==> config.mk <==
export PLATFORM = sky130hd
export DESIGN_NAME = sdram_wr_controller_flat
export DESIGN_NICKNAME = d
export VERILOG_FILES = /design/src/rtl/sdram_wr_pkg.sv /design/src/rtl/sdram_link_if.sv /design/src/rtl/sdram_wr_controller.sv /design/src/flat_wrapper.sv
export SDC_FILE = /design/constraint.sdc
export NUM_CORES = 1
export LEC_CHECK = 0
export BUFFER_PORTS_ARGS = -buffer_cell sky130_fd_sc_hd__clkbuf_2
export CAP_MARGIN = 10
export CORE_ASPECT_RATIO = 0.5
export CORE_MARGIN = 3
export CORE_UTILIZATION = 55
export CTS_BUF_LIST = sky130_fd_sc_hd__clkbuf_8
export DETAILED_ROUTE_END_ITERATION = 8
export HOLD_SLACK_MARGIN = 0.1
export PLACE_DENSITY_LB_ADDON = 0.25
export SYNTH_ARGS = -nofsm -noshare
export SYNTH_HDL_FRONTEND = slang
export SYNTH_SLANG_ARGS = --single-unit
export TNS_END_PERCENT = 1
==> constraint.sdc <==
create_clock -name pclk -period 22.4 [get_ports pclk]
set_input_delay 4.48 -clock pclk [delete_from_list [all_inputs] [get_ports pclk]]
set_output_delay 4.48 -clock pclk [all_outputs]
set_load 0.02 [all_outputs]
==> src/rtl/sdram_wr_pkg.sv <==
// shared constants, types and burst decoding for the write-path link
package sdram_wr_pkg;
  // link clock is pclk divided down; one link cycle is LINK_DIV pclk phases
  localparam int PCLK_PERIOD_NS = 10;
  localparam int LINK_PERIOD_NS = 80;
  localparam int LINK_DIV = LINK_PERIOD_NS / PCLK_PERIOD_NS;
  localparam logic [2:0] PH_LAST = 3'(LINK_DIV - 1);
  localparam logic [2:0] PH_HALF = 3'(LINK_DIV / 2);
  // pclk phases at which the controller updates its pins
  localparam logic [2:0] PH_FALL_UPD = PH_HALF - 3'h1;
  localparam logic [2:0] PH_RISE_UPD = PH_LAST;
  localparam logic [2:0] PH_DQ_RISE = PH_LAST - 3'h2;
  localparam logic [2:0] PH_DQ_FALL = PH_HALF - 3'h3;

  // link commands
  typedef enum logic [2:0] {
    CMD_NOP = 3'h0,
    CMD_MODE = 3'h1,
    CMD_ACT = 3'h2,
    CMD_WRITE = 3'h3,
    CMD_WRITE_AP = 3'h4,
    CMD_READ = 3'h5,
    CMD_PRE_ALL = 3'h6,
    CMD_RESET = 3'h7
  } cmd_type;

  // burst-length field of mode_reg_zero
  localparam logic [1:0] BURST_FIXED8 = 2'h0;
  localparam logic [1:0] BURST_OTF = 2'h1;
  localparam logic [1:0] BURST_FIXED4 = 2'h2;
  localparam logic [3:0] EIGHT_BEAT_BURST = 4'h8;
  localparam logic [3:0] FOUR_BEAT_CHOP = 4'h4;

  // timing in link clocks
  localparam logic [4:0] TOL_CLOCKS = 5'h3;
  localparam logic [3:0] LOWEST_CAS = 4'h9;
  localparam logic [4:0] SHORT_COLUMN_SPACING = 5'h4;
  localparam logic [4:0] LONG_COLUMN_SPACING = 5'h6;
  localparam logic [4:0] SPACING_CRC = 5'h6;
  localparam logic [4:0] SPACING_CRC_PRE2 = 5'h7;
  localparam logic [4:0] WTR_S = 5'h3;
  localparam logic [4:0] WTR_L = 5'h6;
  localparam logic [4:0] WTR_S_CRC_DM = 5'h5;
  localparam logic [4:0] WTR_L_CRC_DM = 5'h8;
  localparam logic [4:0] RESET_CLOCKS = 5'h4;

  // controller apb map
  localparam logic [7:0] OFS_CTRL = 8'h00;
  localparam logic [7:0] OFS_CMD = 8'h04;
  localparam logic [7:0] OFS_WDATA_LO = 8'h08;
  localparam logic [7:0] OFS_WDATA_HI = 8'h0c;
  localparam logic [7:0] OFS_RDATA_LO = 8'h10;
  localparam logic [7:0] OFS_RDATA_HI = 8'h14;
  localparam logic [7:0] OFS_STATUS = 8'h18;
  // ctrl fields
  localparam int CTRL_BURST_POS = 0;
  localparam int CTRL_CRC_POS = 2;
  localparam int CTRL_PRE2_POS = 3;
  localparam int CTRL_MASK_POS = 4;
  localparam int CTRL_CAS_POS = 5;
  localparam int CTRL_ADD_POS = 9;
  localparam logic [3:0] CTRL_RESET_CAS = 4'ha;
  // cmd fields
  localparam int CMD_KIND_POS = 0;
  localparam int CMD_BANK_POS = 3;
  localparam int CMD_COL_POS = 5;
  localparam int CMD_CHOP_POS = 9;
  // status bits
  localparam int STS_BUSY_BIT = 0;
  localparam int STS_RDONE_BIT = 1;
  localparam int STS_REFUSED_BIT = 2;
  localparam int STS_FULL_BIT = 3;

  // mode word carried on dq with CMD_MODE
  localparam int MODE_BURST_POS = 0;
  localparam int MODE_CRC_POS = 2;
  localparam int MODE_LAT_POS = 3;
  localparam logic [4:0] RESET_LATENCY = {1'b0, CTRL_RESET_CAS};
  localparam int MEM_DEPTH = 512;

  // beats per write from the burst field and the chop bit
  function automatic logic [3:0] burst_beats(input logic [1:0] field, input logic chop);
    if (field == BURST_FIXED4)
      return FOUR_BEAT_CHOP;
    if (field == BURST_OTF && !chop)
      return FOUR_BEAT_CHOP;
    return EIGHT_BEAT_BURST;
  endfunction
endpackage

==> src/rtl/sdram_link_if.sv <==
// pins between the memory controller and the memory device
interface sdram_link_if;
  logic link_clk;
  logic link_rst_n;
  logic [2:0] cmd;
  logic [1:0] bank;
  logic [3:0] col;
  logic chop_select_addr_bit;
  logic [7:0] dq;
  logic dqs;
  logic [7:0] rd_dq;
  logic rd_strobe;

  modport ctrl (
    output link_clk, link_rst_n, cmd, bank, col, chop_select_addr_bit, dq, dqs,
    input rd_dq, rd_strobe
  );
  modport dev (
    input link_clk, link_rst_n, cmd, bank, col, chop_select_addr_bit, dq, dqs,
    output rd_dq, rd_strobe
  );
endinterface

==> src/rtl/sdram_wr_controller.sv <==
// memory controller end: apb registers, command buffer and link sequencer
// Notes on behaviour
// - field 00, or 01 with chop high: eight
// - field 01 with chop low: four-beat chop
// - field 10: always four-beat chop
// - recovery counts from rise after last beat
// - two-cycle preamble needs latency above lowest
// - checksum plus long preamble: spacing 6 becomes 7
// - checksum plus mask: use longer turnaround variants
// - general violation needs full link reset
// - strobe setup/hold fault corrupts only that address
// - strobe faults tolerated only without checksum, selection
// - bad strobe within six edges of latency
// - reads to open banks still served
// - same group follows at long column spacing
// - other group follows at short column spacing
// - after close-all, clean writes store correctly
// - first beat at additive plus cas latency
module sdram_wr_controller
  import sdram_wr_pkg::*;
(
  // clock and reset
  input wire logic pclk,
  input wire logic presetn,
  // apb slave
  input wire logic psel,
  input wire logic penable,
  input wire logic pwrite,
  input wire logic [7:0] paddr,
  input wire logic [31:0] pwdata,
  output logic [31:0] prdata,
  output logic pready,
  output logic pslverr,
  // memory link
  sdram_link_if.ctrl link
);
  typedef enum logic [3:0] {
    ST_IDLE = 4'b0001,
    ST_WRITE = 4'b0010,
    ST_READ = 4'b0100,
    ST_RESET = 4'b1000
  } seq_state_type;

  seq_state_type state;
  logic [2:0] ph;
  logic [1:0] ctrl_burst;
  logic ctrl_crc;
  logic ctrl_pre2;
  logic ctrl_mask;
  logic [3:0] ctrl_cas;
  logic [3:0] ctrl_add;
  logic [63:0] wdata;
  logic [63:0] rdata;
  logic rd_done;
  logic refused;
  logic [73:0] buf_mem [0:1];
  logic buf_wp;
  logic buf_rp;
  logic [1:0] buf_cnt;
  logic [4:0] gap;
  logic [4:0] since_wr;
  logic [4:0] dwait;
  logic [3:0] left;
  logic [63:0] shreg;
  logic last_grp;
  logic [3:0] rcnt;
  logic [3:0] rlen;
  logic [4:0] rst_cnt;
  logic [8:0] rsync1;
  logic [8:0] rsync2;
  logic rstb_q;
  logic set_rdone;
  logic set_refused;
  cmd_type h_kind;

  // apb decode; a command write stalls while the buffer is full
  wire buf_full = (buf_cnt == 2'h2);
  wire buf_valid = (buf_cnt != 2'h0);
  wire is_cmd = (paddr == OFS_CMD);
  wire stall = pwrite & is_cmd & buf_full;
  wire apb_hit = psel & penable & pready;
  wire wr_en = apb_hit & pwrite;
  wire mapped = (paddr == OFS_CTRL) | is_cmd | (paddr == OFS_WDATA_LO)
                | (paddr == OFS_WDATA_HI) | (paddr == OFS_RDATA_LO)
                | (paddr == OFS_RDATA_HI) | (paddr == OFS_STATUS);
  wire [31:0] ctrl_word = {19'h0, ctrl_add, ctrl_cas, ctrl_mask, ctrl_pre2,
                           ctrl_crc, ctrl_burst};
  wire busy = buf_valid | (state != ST_IDLE);
  wire [31:0] status_word = {28'h0, buf_full, refused, rd_done, busy};
  wire [31:0] rd_mux = (paddr == OFS_CTRL) ? ctrl_word :
                       (paddr == OFS_WDATA_LO) ? wdata[31:0] :
                       (paddr == OFS_WDATA_HI) ? wdata[63:32] :
                       (paddr == OFS_RDATA_LO) ? rdata[31:0] :
                       (paddr == OFS_RDATA_HI) ? rdata[63:32] :
                       (paddr == OFS_STATUS) ? status_word : 32'h0;

  // head of the command buffer
  wire [73:0] head = buf_mem[buf_rp];
  assign h_kind = cmd_type'(head[2:0]);
  wire [1:0] h_bank = head[4:3];
  wire [3:0] h_col = head[8:5];
  wire h_chop = head[9];
  wire [63:0] h_data = head[73:10];
  wire [3:0] h_len = burst_beats(ctrl_burst, h_chop);
  wire [4:0] lat = {1'b0, ctrl_add} + {1'b0, ctrl_cas};
  wire same_grp = (h_bank[1] == last_grp);
  wire mode_bad = ctrl_pre2 & (ctrl_cas <= LOWEST_CAS);
  wire [4:0] crc_sp = (ctrl_pre2 && SPACING_CRC == 5'h6) ? SPACING_CRC_PRE2
                      : SPACING_CRC;
  wire [4:0] col_sp = same_grp ? LONG_COLUMN_SPACING
                      : SHORT_COLUMN_SPACING;
  wire [4:0] sp_need = ctrl_crc ? crc_sp : col_sp;
  wire [4:0] wtr_need = (ctrl_crc & ctrl_mask) ? (same_grp ? WTR_L_CRC_DM : WTR_S_CRC_DM)
                        : (same_grp ? WTR_L : WTR_S);
  wire read_ok = (since_wr >= wtr_need);
  wire issue_ok = (state == ST_IDLE) & (gap == 5'h0)
                  & ((h_kind != CMD_READ) | read_ok);
  wire pop = buf_valid & issue_ok & (ph == PH_FALL_UPD);
  wire push = wr_en & is_cmd;
  wire rise_upd = (ph == PH_RISE_UPD);
  wire beat_due = (dwait == 5'h1) | ((dwait == 5'h0) & (left != 4'h0));
  wire beat_now = (dwait == 5'h0) & (left != 4'h0);
  wire [2:0] next_ph = (ph == PH_LAST) ? 3'h0 : ph + 3'h1;
  wire rstb_edge = rsync2[8] ^ rstb_q;
  wire [7:0] mode_word = {lat, ctrl_crc, ctrl_burst};

  // apb answer: one wait-free access cycle, held off while stalled
  always_ff @(posedge pclk or negedge presetn) begin
    if (!presetn) begin
      pready <= 1'b0;
      prdata <= 32'h0;
      pslverr <= 1'b0;
    end else begin
      pready <= psel & ~pready & ~stall;
      prdata <= rd_mux;
      pslverr <= psel & ~pready & ~stall & ~mapped;
    end
  end

  // software registers
  always_ff @(posedge pclk or negedge presetn) begin
    if (!presetn) begin
      ctrl_burst <= BURST_FIXED8;
      ctrl_crc <= 1'b0;
      ctrl_pre2 <= 1'b0;
      ctrl_mask <= 1'b0;
      ctrl_cas <= CTRL_RESET_CAS;
      ctrl_add <= 4'h0;
      wdata <= 64'h0;
    end else if (wr_en) begin
      if (paddr == OFS_CTRL) begin
        ctrl_burst <= pwdata[CTRL_BURST_POS +: 2];
        ctrl_crc <= pwdata[CTRL_CRC_POS];
        ctrl_pre2 <= pwdata[CTRL_PRE2_POS];
        ctrl_mask <= pwdata[CTRL_MASK_POS];
        ctrl_cas <= pwdata[CTRL_CAS_POS +: 4];
        ctrl_add <= pwdata[CTRL_ADD_POS +: 4];
      end
      if (paddr == OFS_WDATA_LO)
        wdata[31:0] <= pwdata;
      if (paddr == OFS_WDATA_HI)
        wdata[63:32] <= pwdata;
    end
  end

  // sticky status, write one to clear; a set in the same cycle wins
  wire clr_sts = wr_en & (paddr == OFS_STATUS);
  always_ff @(posedge pclk or negedge presetn) begin
    if (!presetn) begin
      rd_done <= 1'b0;
      refused <= 1'b0;
    end else begin
      rd_done <= set_rdone | (rd_done & ~(clr_sts & pwdata[STS_RDONE_BIT]));
      refused <= set_refused | (refused & ~(clr_sts & pwdata[STS_REFUSED_BIT]));
    end
  end

  // two-entry command buffer; full stalls the apb command write
  always_ff @(posedge pclk) begin
    if (push)
      buf_mem[buf_wp] <= {wdata, pwdata[CMD_CHOP_POS], pwdata[CMD_COL_POS +: 4],
                          pwdata[CMD_BANK_POS +: 2], pwdata[CMD_KIND_POS +: 3]};
  end
  always_ff @(posedge pclk or negedge presetn) begin
    if (!presetn) begin
      buf_wp <= 1'b0;
      buf_rp <= 1'b0;
      buf_cnt <= 2'h0;
    end else begin
      if (push)
        buf_wp <= ~buf_wp;
      if (pop)
        buf_rp <= ~buf_rp;
      if (push && !pop)
        buf_cnt <= buf_cnt + 2'h1;
      else if (pop && !push)
        buf_cnt <= buf_cnt - 2'h1;
    end
  end

  // link clock divider and read-return synchronisers
  always_ff @(posedge pclk or negedge presetn) begin
    if (!presetn) begin
      ph <= PH_LAST; // so the first link high phase after reset is a full half cycle
      link.link_clk <= 1'b0;
      rsync1 <= 9'h0;
      rsync2 <= 9'h0;
      rstb_q <= 1'b0;
    end else begin
      ph <= next_ph;
      link.link_clk <= (next_ph < PH_HALF);
      rsync1 <= {link.rd_strobe, link.rd_dq};
      rsync2 <= rsync1;
      rstb_q <= rsync2[8];
    end
  end

  // command and data sequencer; command pins change half a link cycle from their sampling edge, data two pclk from its strobe
  always_ff @(posedge pclk or negedge presetn) begin
    if (!presetn) begin
      state <= ST_IDLE;
      gap <= 5'h0;
      since_wr <= 5'h1f;
      dwait <= 5'h0;
      left <= 4'h0;
      shreg <= 64'h0;
      last_grp <= 1'b0;
      rcnt <= 4'h0;
      rlen <= 4'h0;
      rst_cnt <= 5'h0;
      rdata <= 64'h0;
      set_rdone <= 1'b0;
      set_refused <= 1'b0;
      link.link_rst_n <= 1'b1;
      link.cmd <= CMD_NOP;
      link.bank <= 2'h0;
      link.col <= 4'h0;
      link.chop_select_addr_bit <= 1'b0;
      link.dq <= 8'h0;
      link.dqs <= 1'b0;
    end else begin
      set_rdone <= 1'b0;
      set_refused <= 1'b0;
      if (rise_upd) begin
        if (gap != 5'h0)
          gap <= gap - 5'h1;
        if (since_wr != 5'h1f)
          since_wr <= since_wr + 5'h1;
        if (dwait != 5'h0)
          dwait <= dwait - 5'h1;
      end
      if (ph == PH_FALL_UPD)
        link.cmd <= CMD_NOP;
      unique case (state)
        ST_IDLE: begin
          if (pop) begin
            link.bank <= h_bank;
            link.col <= h_col;
            link.chop_select_addr_bit <= h_chop;
            gap <= SHORT_COLUMN_SPACING;
            unique case (h_kind)
              CMD_MODE: begin
                if (mode_bad) begin
                  set_refused <= 1'b1;
                end else begin
                  link.cmd <= CMD_MODE;
                  link.dq <= mode_word;
                end
              end
              CMD_WRITE, CMD_WRITE_AP: begin
                link.cmd <= h_kind;
                state <= ST_WRITE;
                dwait <= lat + 5'h1;
                left <= h_len;
                shreg <= h_data;
                gap <= sp_need;
                last_grp <= h_bank[1];
              end
              CMD_READ: begin
                link.cmd <= CMD_READ;
                state <= ST_READ;
                rcnt <= 4'h0;
                rlen <= h_len;
              end
              CMD_RESET: begin
                link.link_rst_n <= 1'b0;
                state <= ST_RESET;
                rst_cnt <= RESET_CLOCKS;
              end
              CMD_ACT, CMD_PRE_ALL: link.cmd <= h_kind;
              CMD_NOP: link.cmd <= CMD_NOP;
            endcase
          end
        end
        ST_WRITE: begin
          // data leads its strobe toggle by two pclk so the device sees it settled
          if ((ph == PH_DQ_RISE && beat_due) || (ph == PH_DQ_FALL && beat_now)) begin
            link.dq <= shreg[7:0];
            shreg <= {8'h0, shreg[63:8]};
          end
          if ((rise_upd && beat_due) || (ph == PH_FALL_UPD && beat_now)) begin
            link.dqs <= ~link.dqs;
            left <= left - 4'h1;
            if (left == 4'h1) begin
              state <= ST_IDLE;
              since_wr <= 5'h0;
            end
          end
        end
        ST_READ: begin
          if (rstb_edge) begin
            rdata[{rcnt[2:0], 3'h0} +: 8] <= rsync2[7:0];
            rcnt <= rcnt + 4'h1;
            if (rcnt + 4'h1 == rlen) begin
              state <= ST_IDLE;
              set_rdone <= 1'b1;
            end
          end
        end
        ST_RESET: begin
          if (rise_upd) begin
            rst_cnt <= rst_cnt - 5'h1;
            if (rst_cnt == 5'h1) begin
              link.link_rst_n <= 1'b1;
              state <= ST_IDLE;
            end
          end
        end
      endcase
    end
  end
endmodule

==> src/flat_wrapper.sv <==
// flat-port wrapper written by rule: the top's interface ports become plain ports
module sdram_wr_controller_flat import sdram_wr_pkg::*;
  (pclk, presetn, psel, penable, pwrite, paddr, pwdata, prdata, pready, pslverr, link_link_clk, link_link_rst_n, link_cmd, link_bank, link_col, link_chop_select_addr_bit, link_dq, link_dqs, link_rd_dq, link_rd_strobe);
  sdram_link_if link_i ();
  input wire logic pclk;
  input wire logic presetn;
  input wire logic psel;
  input wire logic penable;
  input wire logic pwrite;
  input wire logic [7:0] paddr;
  input wire logic [31:0] pwdata;
  output logic [31:0] prdata;
  output logic pready;
  output logic pslverr;
  output wire logic [$bits(link_i.link_clk)-1:0] link_link_clk;
  output wire logic [$bits(link_i.link_rst_n)-1:0] link_link_rst_n;
  output wire logic [$bits(link_i.cmd)-1:0] link_cmd;
  output wire logic [$bits(link_i.bank)-1:0] link_bank;
  output wire logic [$bits(link_i.col)-1:0] link_col;
  output wire logic [$bits(link_i.chop_select_addr_bit)-1:0] link_chop_select_addr_bit;
  output wire logic [$bits(link_i.dq)-1:0] link_dq;
  output wire logic [$bits(link_i.dqs)-1:0] link_dqs;
  input wire logic [$bits(link_i.rd_dq)-1:0] link_rd_dq;
  input wire logic [$bits(link_i.rd_strobe)-1:0] link_rd_strobe;
  assign link_link_clk = link_i.link_clk;
  assign link_link_rst_n = link_i.link_rst_n;
  assign link_cmd = link_i.cmd;
  assign link_bank = link_i.bank;
  assign link_col = link_i.col;
  assign link_chop_select_addr_bit = link_i.chop_select_addr_bit;
  assign link_dq = link_i.dq;
  assign link_dqs = link_i.dqs;
  assign link_i.rd_dq = link_rd_dq;
  assign link_i.rd_strobe = link_rd_strobe;
  sdram_wr_controller u_core (.pclk(pclk), .presetn(presetn), .psel(psel), .penable(penable), .pwrite(pwrite), .paddr(paddr), .pwdata(pwdata), .prdata(prdata), .pready(pready), .pslverr(pslverr), .link(link_i));
endmodule
# [Word-level counts from Yosys, hierarchy flattened]
# Memories as Yosys holds them, arrays and structs flattened.
# Cells that the tools add are included.
# Widths: inputs -> output; s select.
[op_classes] div=0 bitwise_logic=41 shift=2 n_addsub=12 eq_ne=46 mul=0 mux=87 n_reduce_logical=41 magnitude_cmp=3
[op_table] cell="$mux 64" n=3
[op_table] cell="$mux 32" n=5
[op_table] cell="$pmux 64 s2" n=1
[op_table] cell="$mux 5" n=20
[op_table] cell="$mux 4" n=19
[op_table] cell="$bwmux 64" n=1
[op_table] cell="$shift 8x8->64 const A" n=1
[op_table] cell="$shiftx 8x8->64" n=1
[op_table] cell="$mux 8" n=4
[op_table] cell="$eq 8x5->1 const B" n=3
[op_table] cell="$and 1x1->1" n=21
[op_table] cell="$eq 3x3->1 const B" n=6
[op_table] cell="$mux 3" n=6
[op_table] cell="$mux 1" n=17
[op_table] cell="$eq 8x4->1 const B" n=2
[op_table] cell="$ne 2x1->1 const B" n=8
[op_table] cell="$pmux 4 s2" n=2
[op_table] cell="$pmux 4 s4" n=1
[op_table] cell="$pmux 8 s2" n=1
[op_table] cell="$reduce_and 4->1" n=4
[op_table] cell="$sub 5x1->5 const B" n=3
[op_table] cell="$pmux 3 s4" n=1
[op_table] cell="$pmux 4 s3" n=1
[op_table] cell="$reduce_and 2->1" n=6
[op_table] cell="48 further kinds" n=95
[totals] mem_bits_rw=148 latchBits=0 output_inout_bits=55 mem_bits_ro=0 elab_cells=274 in_bits=54 mem_count=1 regBits=327
[mem_list] memory="u_core.buf_mem" depth=2 width=74 rd=1 rd_clocked_by_memory_dff=0 wr=1 line="sdram_wr_controller.sv:56" rtl="logic [73:0] buf_mem [0:1];"

# [Longest topological paths before layout]
# An unclocked memory read counts as a cell.
[logic_depth] word_depth=12 mapped_depth=16 ltp_nobuf=12

# [Worst setup path after synthesis]
# No wires, ideal clock.
[synth_timing] path_kind="input to register" from="input port paddr[2]" to="memory u_core.buf_mem[0][0] (enable)" path_stages=4 path_buffers=1 slack_ps=9445 arrival_time_ps=12266 required_time_ps=21711 setup_time_ps=689 path_cell_list="clkbuf_1 -> inv_1 -> or2_2 -> nor4_1"
[synth_between] elab_chain_len=4
[synth_lines] element="from (decl)" line="flat_wrapper.sv:10" rtl="input wire logic [7:0] paddr;"
[synth_lines] element="$eq 8x3->1" line="sdram_wr_controller.sv:79" rtl="wire is_cmd = (paddr == OFS_CMD);"
[synth_lines] element="$and 1x1->1" line="sdram_wr_controller.sv:119" rtl="wire push = wr_en & is_cmd;"
[synth_lines] element="$mux 1" line="sdram_wr_controller.sv:180" rtl="if (push)"
[synth_lines] element="$mux 1 (not written as such)" line="sdram_wr_controller.sv:181" rtl="buf_mem[buf_wp] <= {wdata, pwdata[CMD_CHOP_POS], pwdata[CMD_COL_POS +: 4],"
[synth_lines] element="to (decl)" line="sdram_wr_controller.sv:56"
# No other way between the ends.

# [Worst setup path after layout]
[layout_timing] from="input port paddr[7]" to="register u_core.ctrl_burst[1]"
[layout_between] elab_chain_len=2
[layout_lines] element="$logic_not 8->1" line="sdram_wr_controller.sv:151" rtl="if (paddr == OFS_CTRL) begin"
[layout_lines] element="$reduce_and 2->1 (no source line)"
[layout_lines] element="to (signal assigned)" line="sdram_wr_controller.sv:152" rtl="ctrl_burst <= pwdata[CTRL_BURST_POS +: 2];"
[layout_lines] element="to (decl)" line="sdram_wr_controller.sv:46" rtl="logic [1:0] ctrl_burst;"
# No other way between the ends.
# A chain may end at the register's enable or synchronous reset.

==> impl_metrics.toml <==
[power]
swShare_pct = 30.0
seqPwrFrac_pct = 50.9
p_int_uw = 1350
comb_power_share_pct = 15.7
p_leak_uw = 0.00985
power_density_nw_per_um2 = 88.3
ir_drop_v = 0.0000484
clock_power_share_pct = 33.4
p_sw_uw = 577

[critical_path]
endpoint_kind = "register"
cp-start-kind = "input pin"
cp_max_fo = 22
path_class = "in2reg"
worst_r2r_path_depth = 11
r2r_end = "u_core.buf_cnt[1]"
rr_startpoint = "u_core.buf_rp"
cp_slowest_cell = "nor2_1"
slowest_delay_ns = 1.04
reg2reg_setup_slack_ns = 18.39
timing.critical_path.cells = "clkbuf_2 -> nor4_1 -> nand2_1 -> nor2_1 -> mux2_2"
worst_ep_arrival_time_ns = 7.54
critical_path_required_ns = 22.92

[hold_path]
holdPathEnd = "u_core.rsync2[3]"
min-delay-path-class = "reg2reg"
min-delay-start = "u_core.rsync1[3]"
hold_depth = 0

[cells_and_area]
multi_input_area_um2 = 6570
areaGrowthSynthToFinish_pct = 11.3
final-instance-count-excl-fill = 2148
nets = 1699
regArea_um2 = 12600
nFillCells = 2637
drive_above_1_share_pct = 23.7

[synthesis]
synth_top_area_cell = "dfrtp_1"
synth_edf_count = 148
synthTopCellsByArea = "dfrtp_1 40%, edfxtp_1 23%, mux2_2 8.5%"
synth_fp_nets = 1585
synth_cell_types = 72
synth.most_common_cell = "dfrtp_1"
ys_ff_latch = 473
async_flop_share_pct = 68.7
ys_warn_count = 0
synth_top_area_share_pct = 40.0
synth_area_um2 = 19600
ys.flop_type = "dfrtp_1"
synth_seq_area_share_pct = 64.3
avgSynthCellArea_um2 = 13.0
synthTopCellsByCount = "313 x dfrtp_1, 148 x edfxtp_1, 148 x mux2_2"
syn_inst = 1503

[place]
dp.cells = 2023
port-buffer-count = 108
post-dp-hpwl_um = 31100
globalplace.congestion = 0.915

[sta]
fin_skew_ns = 0.0230
tightest_slew_ns = 1.13
fmax_mhz = 142
rsz0062_at_grt = "no"
maxSlewHeadroom_pct = 24.7
fin_crit_ns = 7.02
drv_slew = 0
finalSetupViolations = 0
hold_viol = 0
fin_crit_sh_pct = 31.3
holdWs_ns = 0.350
fin_tns_setup_ns = 0

[floorplanning]
core_um2 = 34800
die-area_um2 = 38100
rows = 48
ios = 109
die-width_um = 273
die_height_um = 139
start_util_pct = 56.3

[drt]
drt-total-wl_um = 48200
avgRoutedWirePerCell_um = 22.4
drc = 0
vias = 12800
drt_iter0_markers = 1246
antenna_left = 0
viasPerCell = 5.97
firstDrtPassIters = 6

[grt]
grt_antenna_before_repair = 1
grt_use_met1_pct = 36.6
grt_pass1_wl_um = 75600
globalRouteMet3Util_pct = 5.98
grt_pass1_vias = 13000
gr-total-overflow = 0
grt_max_degree = 112
busiest_layer = "met2"
use_met2_pct = 40.2
grt.total_usage_pct = 25.8

[status]
status = "finished, final reports clean"

[clocking]
clock_path_buffers = 3
cts.clk_slew.worst_paths_ns = 0.06
cts-htree-levels = 3
cts_resized = 0
cts_root_buffer = "clkbuf_8"
cts_sinks = 473
clk_latency_ns = 0.64
cts_hold_buf = 0
cts_buffers = 67
cts_setup_buffers = 0
cts_tree = "done"

[flow_run]
maxCapViolCount = 0
## per-layer routing
layer / routed length (µm) / part of all wire [%]
met4: 1270 / 2.6
met2: 22200 / 46
met1: 21100 / 44
met5: 0 / 0
met3: 3520 / 7.3
## sequential cells by signal, summed over array words and instances, names as in the netlist, 8 cells and up
name and count:
u_core.rsync2 9, u_core.rdata 64, u_core.wdata 64, u_core.shreg 64, u_core.link.dq 8, u_core.prdata 32, u_core.rsync1 9, u_core.buf_mem 148
## logic make-up after synthesis
| group | share of synthesized area, % |
|---|---|
| compound gates | 8.66 |
| xor+xnor | 0.875 |
| fa+ha+maj | 1.83 |
| buf+inv | 2.45 |
| flops | 64.3 |
| mux | 12.8 |
| simple gates | 9.10 |
## worst max path at each step
stage	start	endpoint	cells past startpoint
finish	paddr[7]	u_core.ctrl_burst[1]	5
global route	paddr[7]	u_core.ctrl_burst[1]	5
CTS	paddr[7]	u_core.ctrl_mask	5
detailed placement	paddr[7]	u_core.ctrl_mask	5
global placement	paddr[7]	u_core.ctrl_add[1]	5
floorplan	paddr[2]	u_core.buf_mem[0][0]	4
## critical path, delay by kind of cell
family,cells,cell delay (ns)
buffers and inverters,1,0.10
multiplexers,1,0.42
AND/OR/NAND/NOR,3,2.53
## layout by cell type (no fill, tap or decap), types with 6 or more instances in the layout
cell type / instances
o21ai_0: 65
dfstp_2: 12
nand2_1: 108
inv_1: 63
buf_4: 16
clkinv_1: 6
mux2i_1: 82
nor3_1: 15
nand3_1: 83
ha_1: 27
nor2_1: 102
dfrtp_1: 312
o22ai_1: 9
nand2b_1: 8
clkbuf_2: 107
clkbuf_8: 77
mux2_2: 148
xnor2_1: 8
o21ai_1: 40
a222oi_1: 27
nor4b_1: 6
edfxtp_1: 148
xor2_1: 9
a31oi_1: 13
a21oi_1: 72
## final cells by class
| class | count | share of cell area, % |
|---|---|---|
| clock buffer | 77 | 4.86 |
| inverter | 29 | 0.499 |
| antenna | 1 | 0.0115 |
| tap | 475 | 2.73 |
| timing repair buffer | 124 | 3.08 |
| clock inverter | 47 | 0.930 |
| sequential | 473 | 57.8 |
| multi-input combinational | 922 | 30.1 |
## per-stage QoR
step / utilization, % / total power [µW] / area (µm²) / setup slack (ns)
after global routing: 62.7 / 2010 / 21800 / 15.20
after detailed placement: 59.1 / 1290 / 20500 / 14.87
after CTS: 62.7 / 1930 / 21800 / 15.57
final: 62.7 / 1920 / 21800 / 15.38
after floorplan: - / 1200 / 19600 / 9.44
after global placement: 59.1 / 1280 / 20500 / 15.12
## power groups by stage
stage / sequential (µW) / combinational [µW] / clock, µW
4_1_cts: 979 / 299 / 655
5_1_grt: 985 / 330 / 694
6_report: 980 / 301 / 643
2_1_floorplan: 979 / 220 / 0
3_3_place_gp: 992 / 287 / 0
3_5_place_dp: 995 / 298 / 0
No activity file was read; power rests on OpenSTA's default activity.
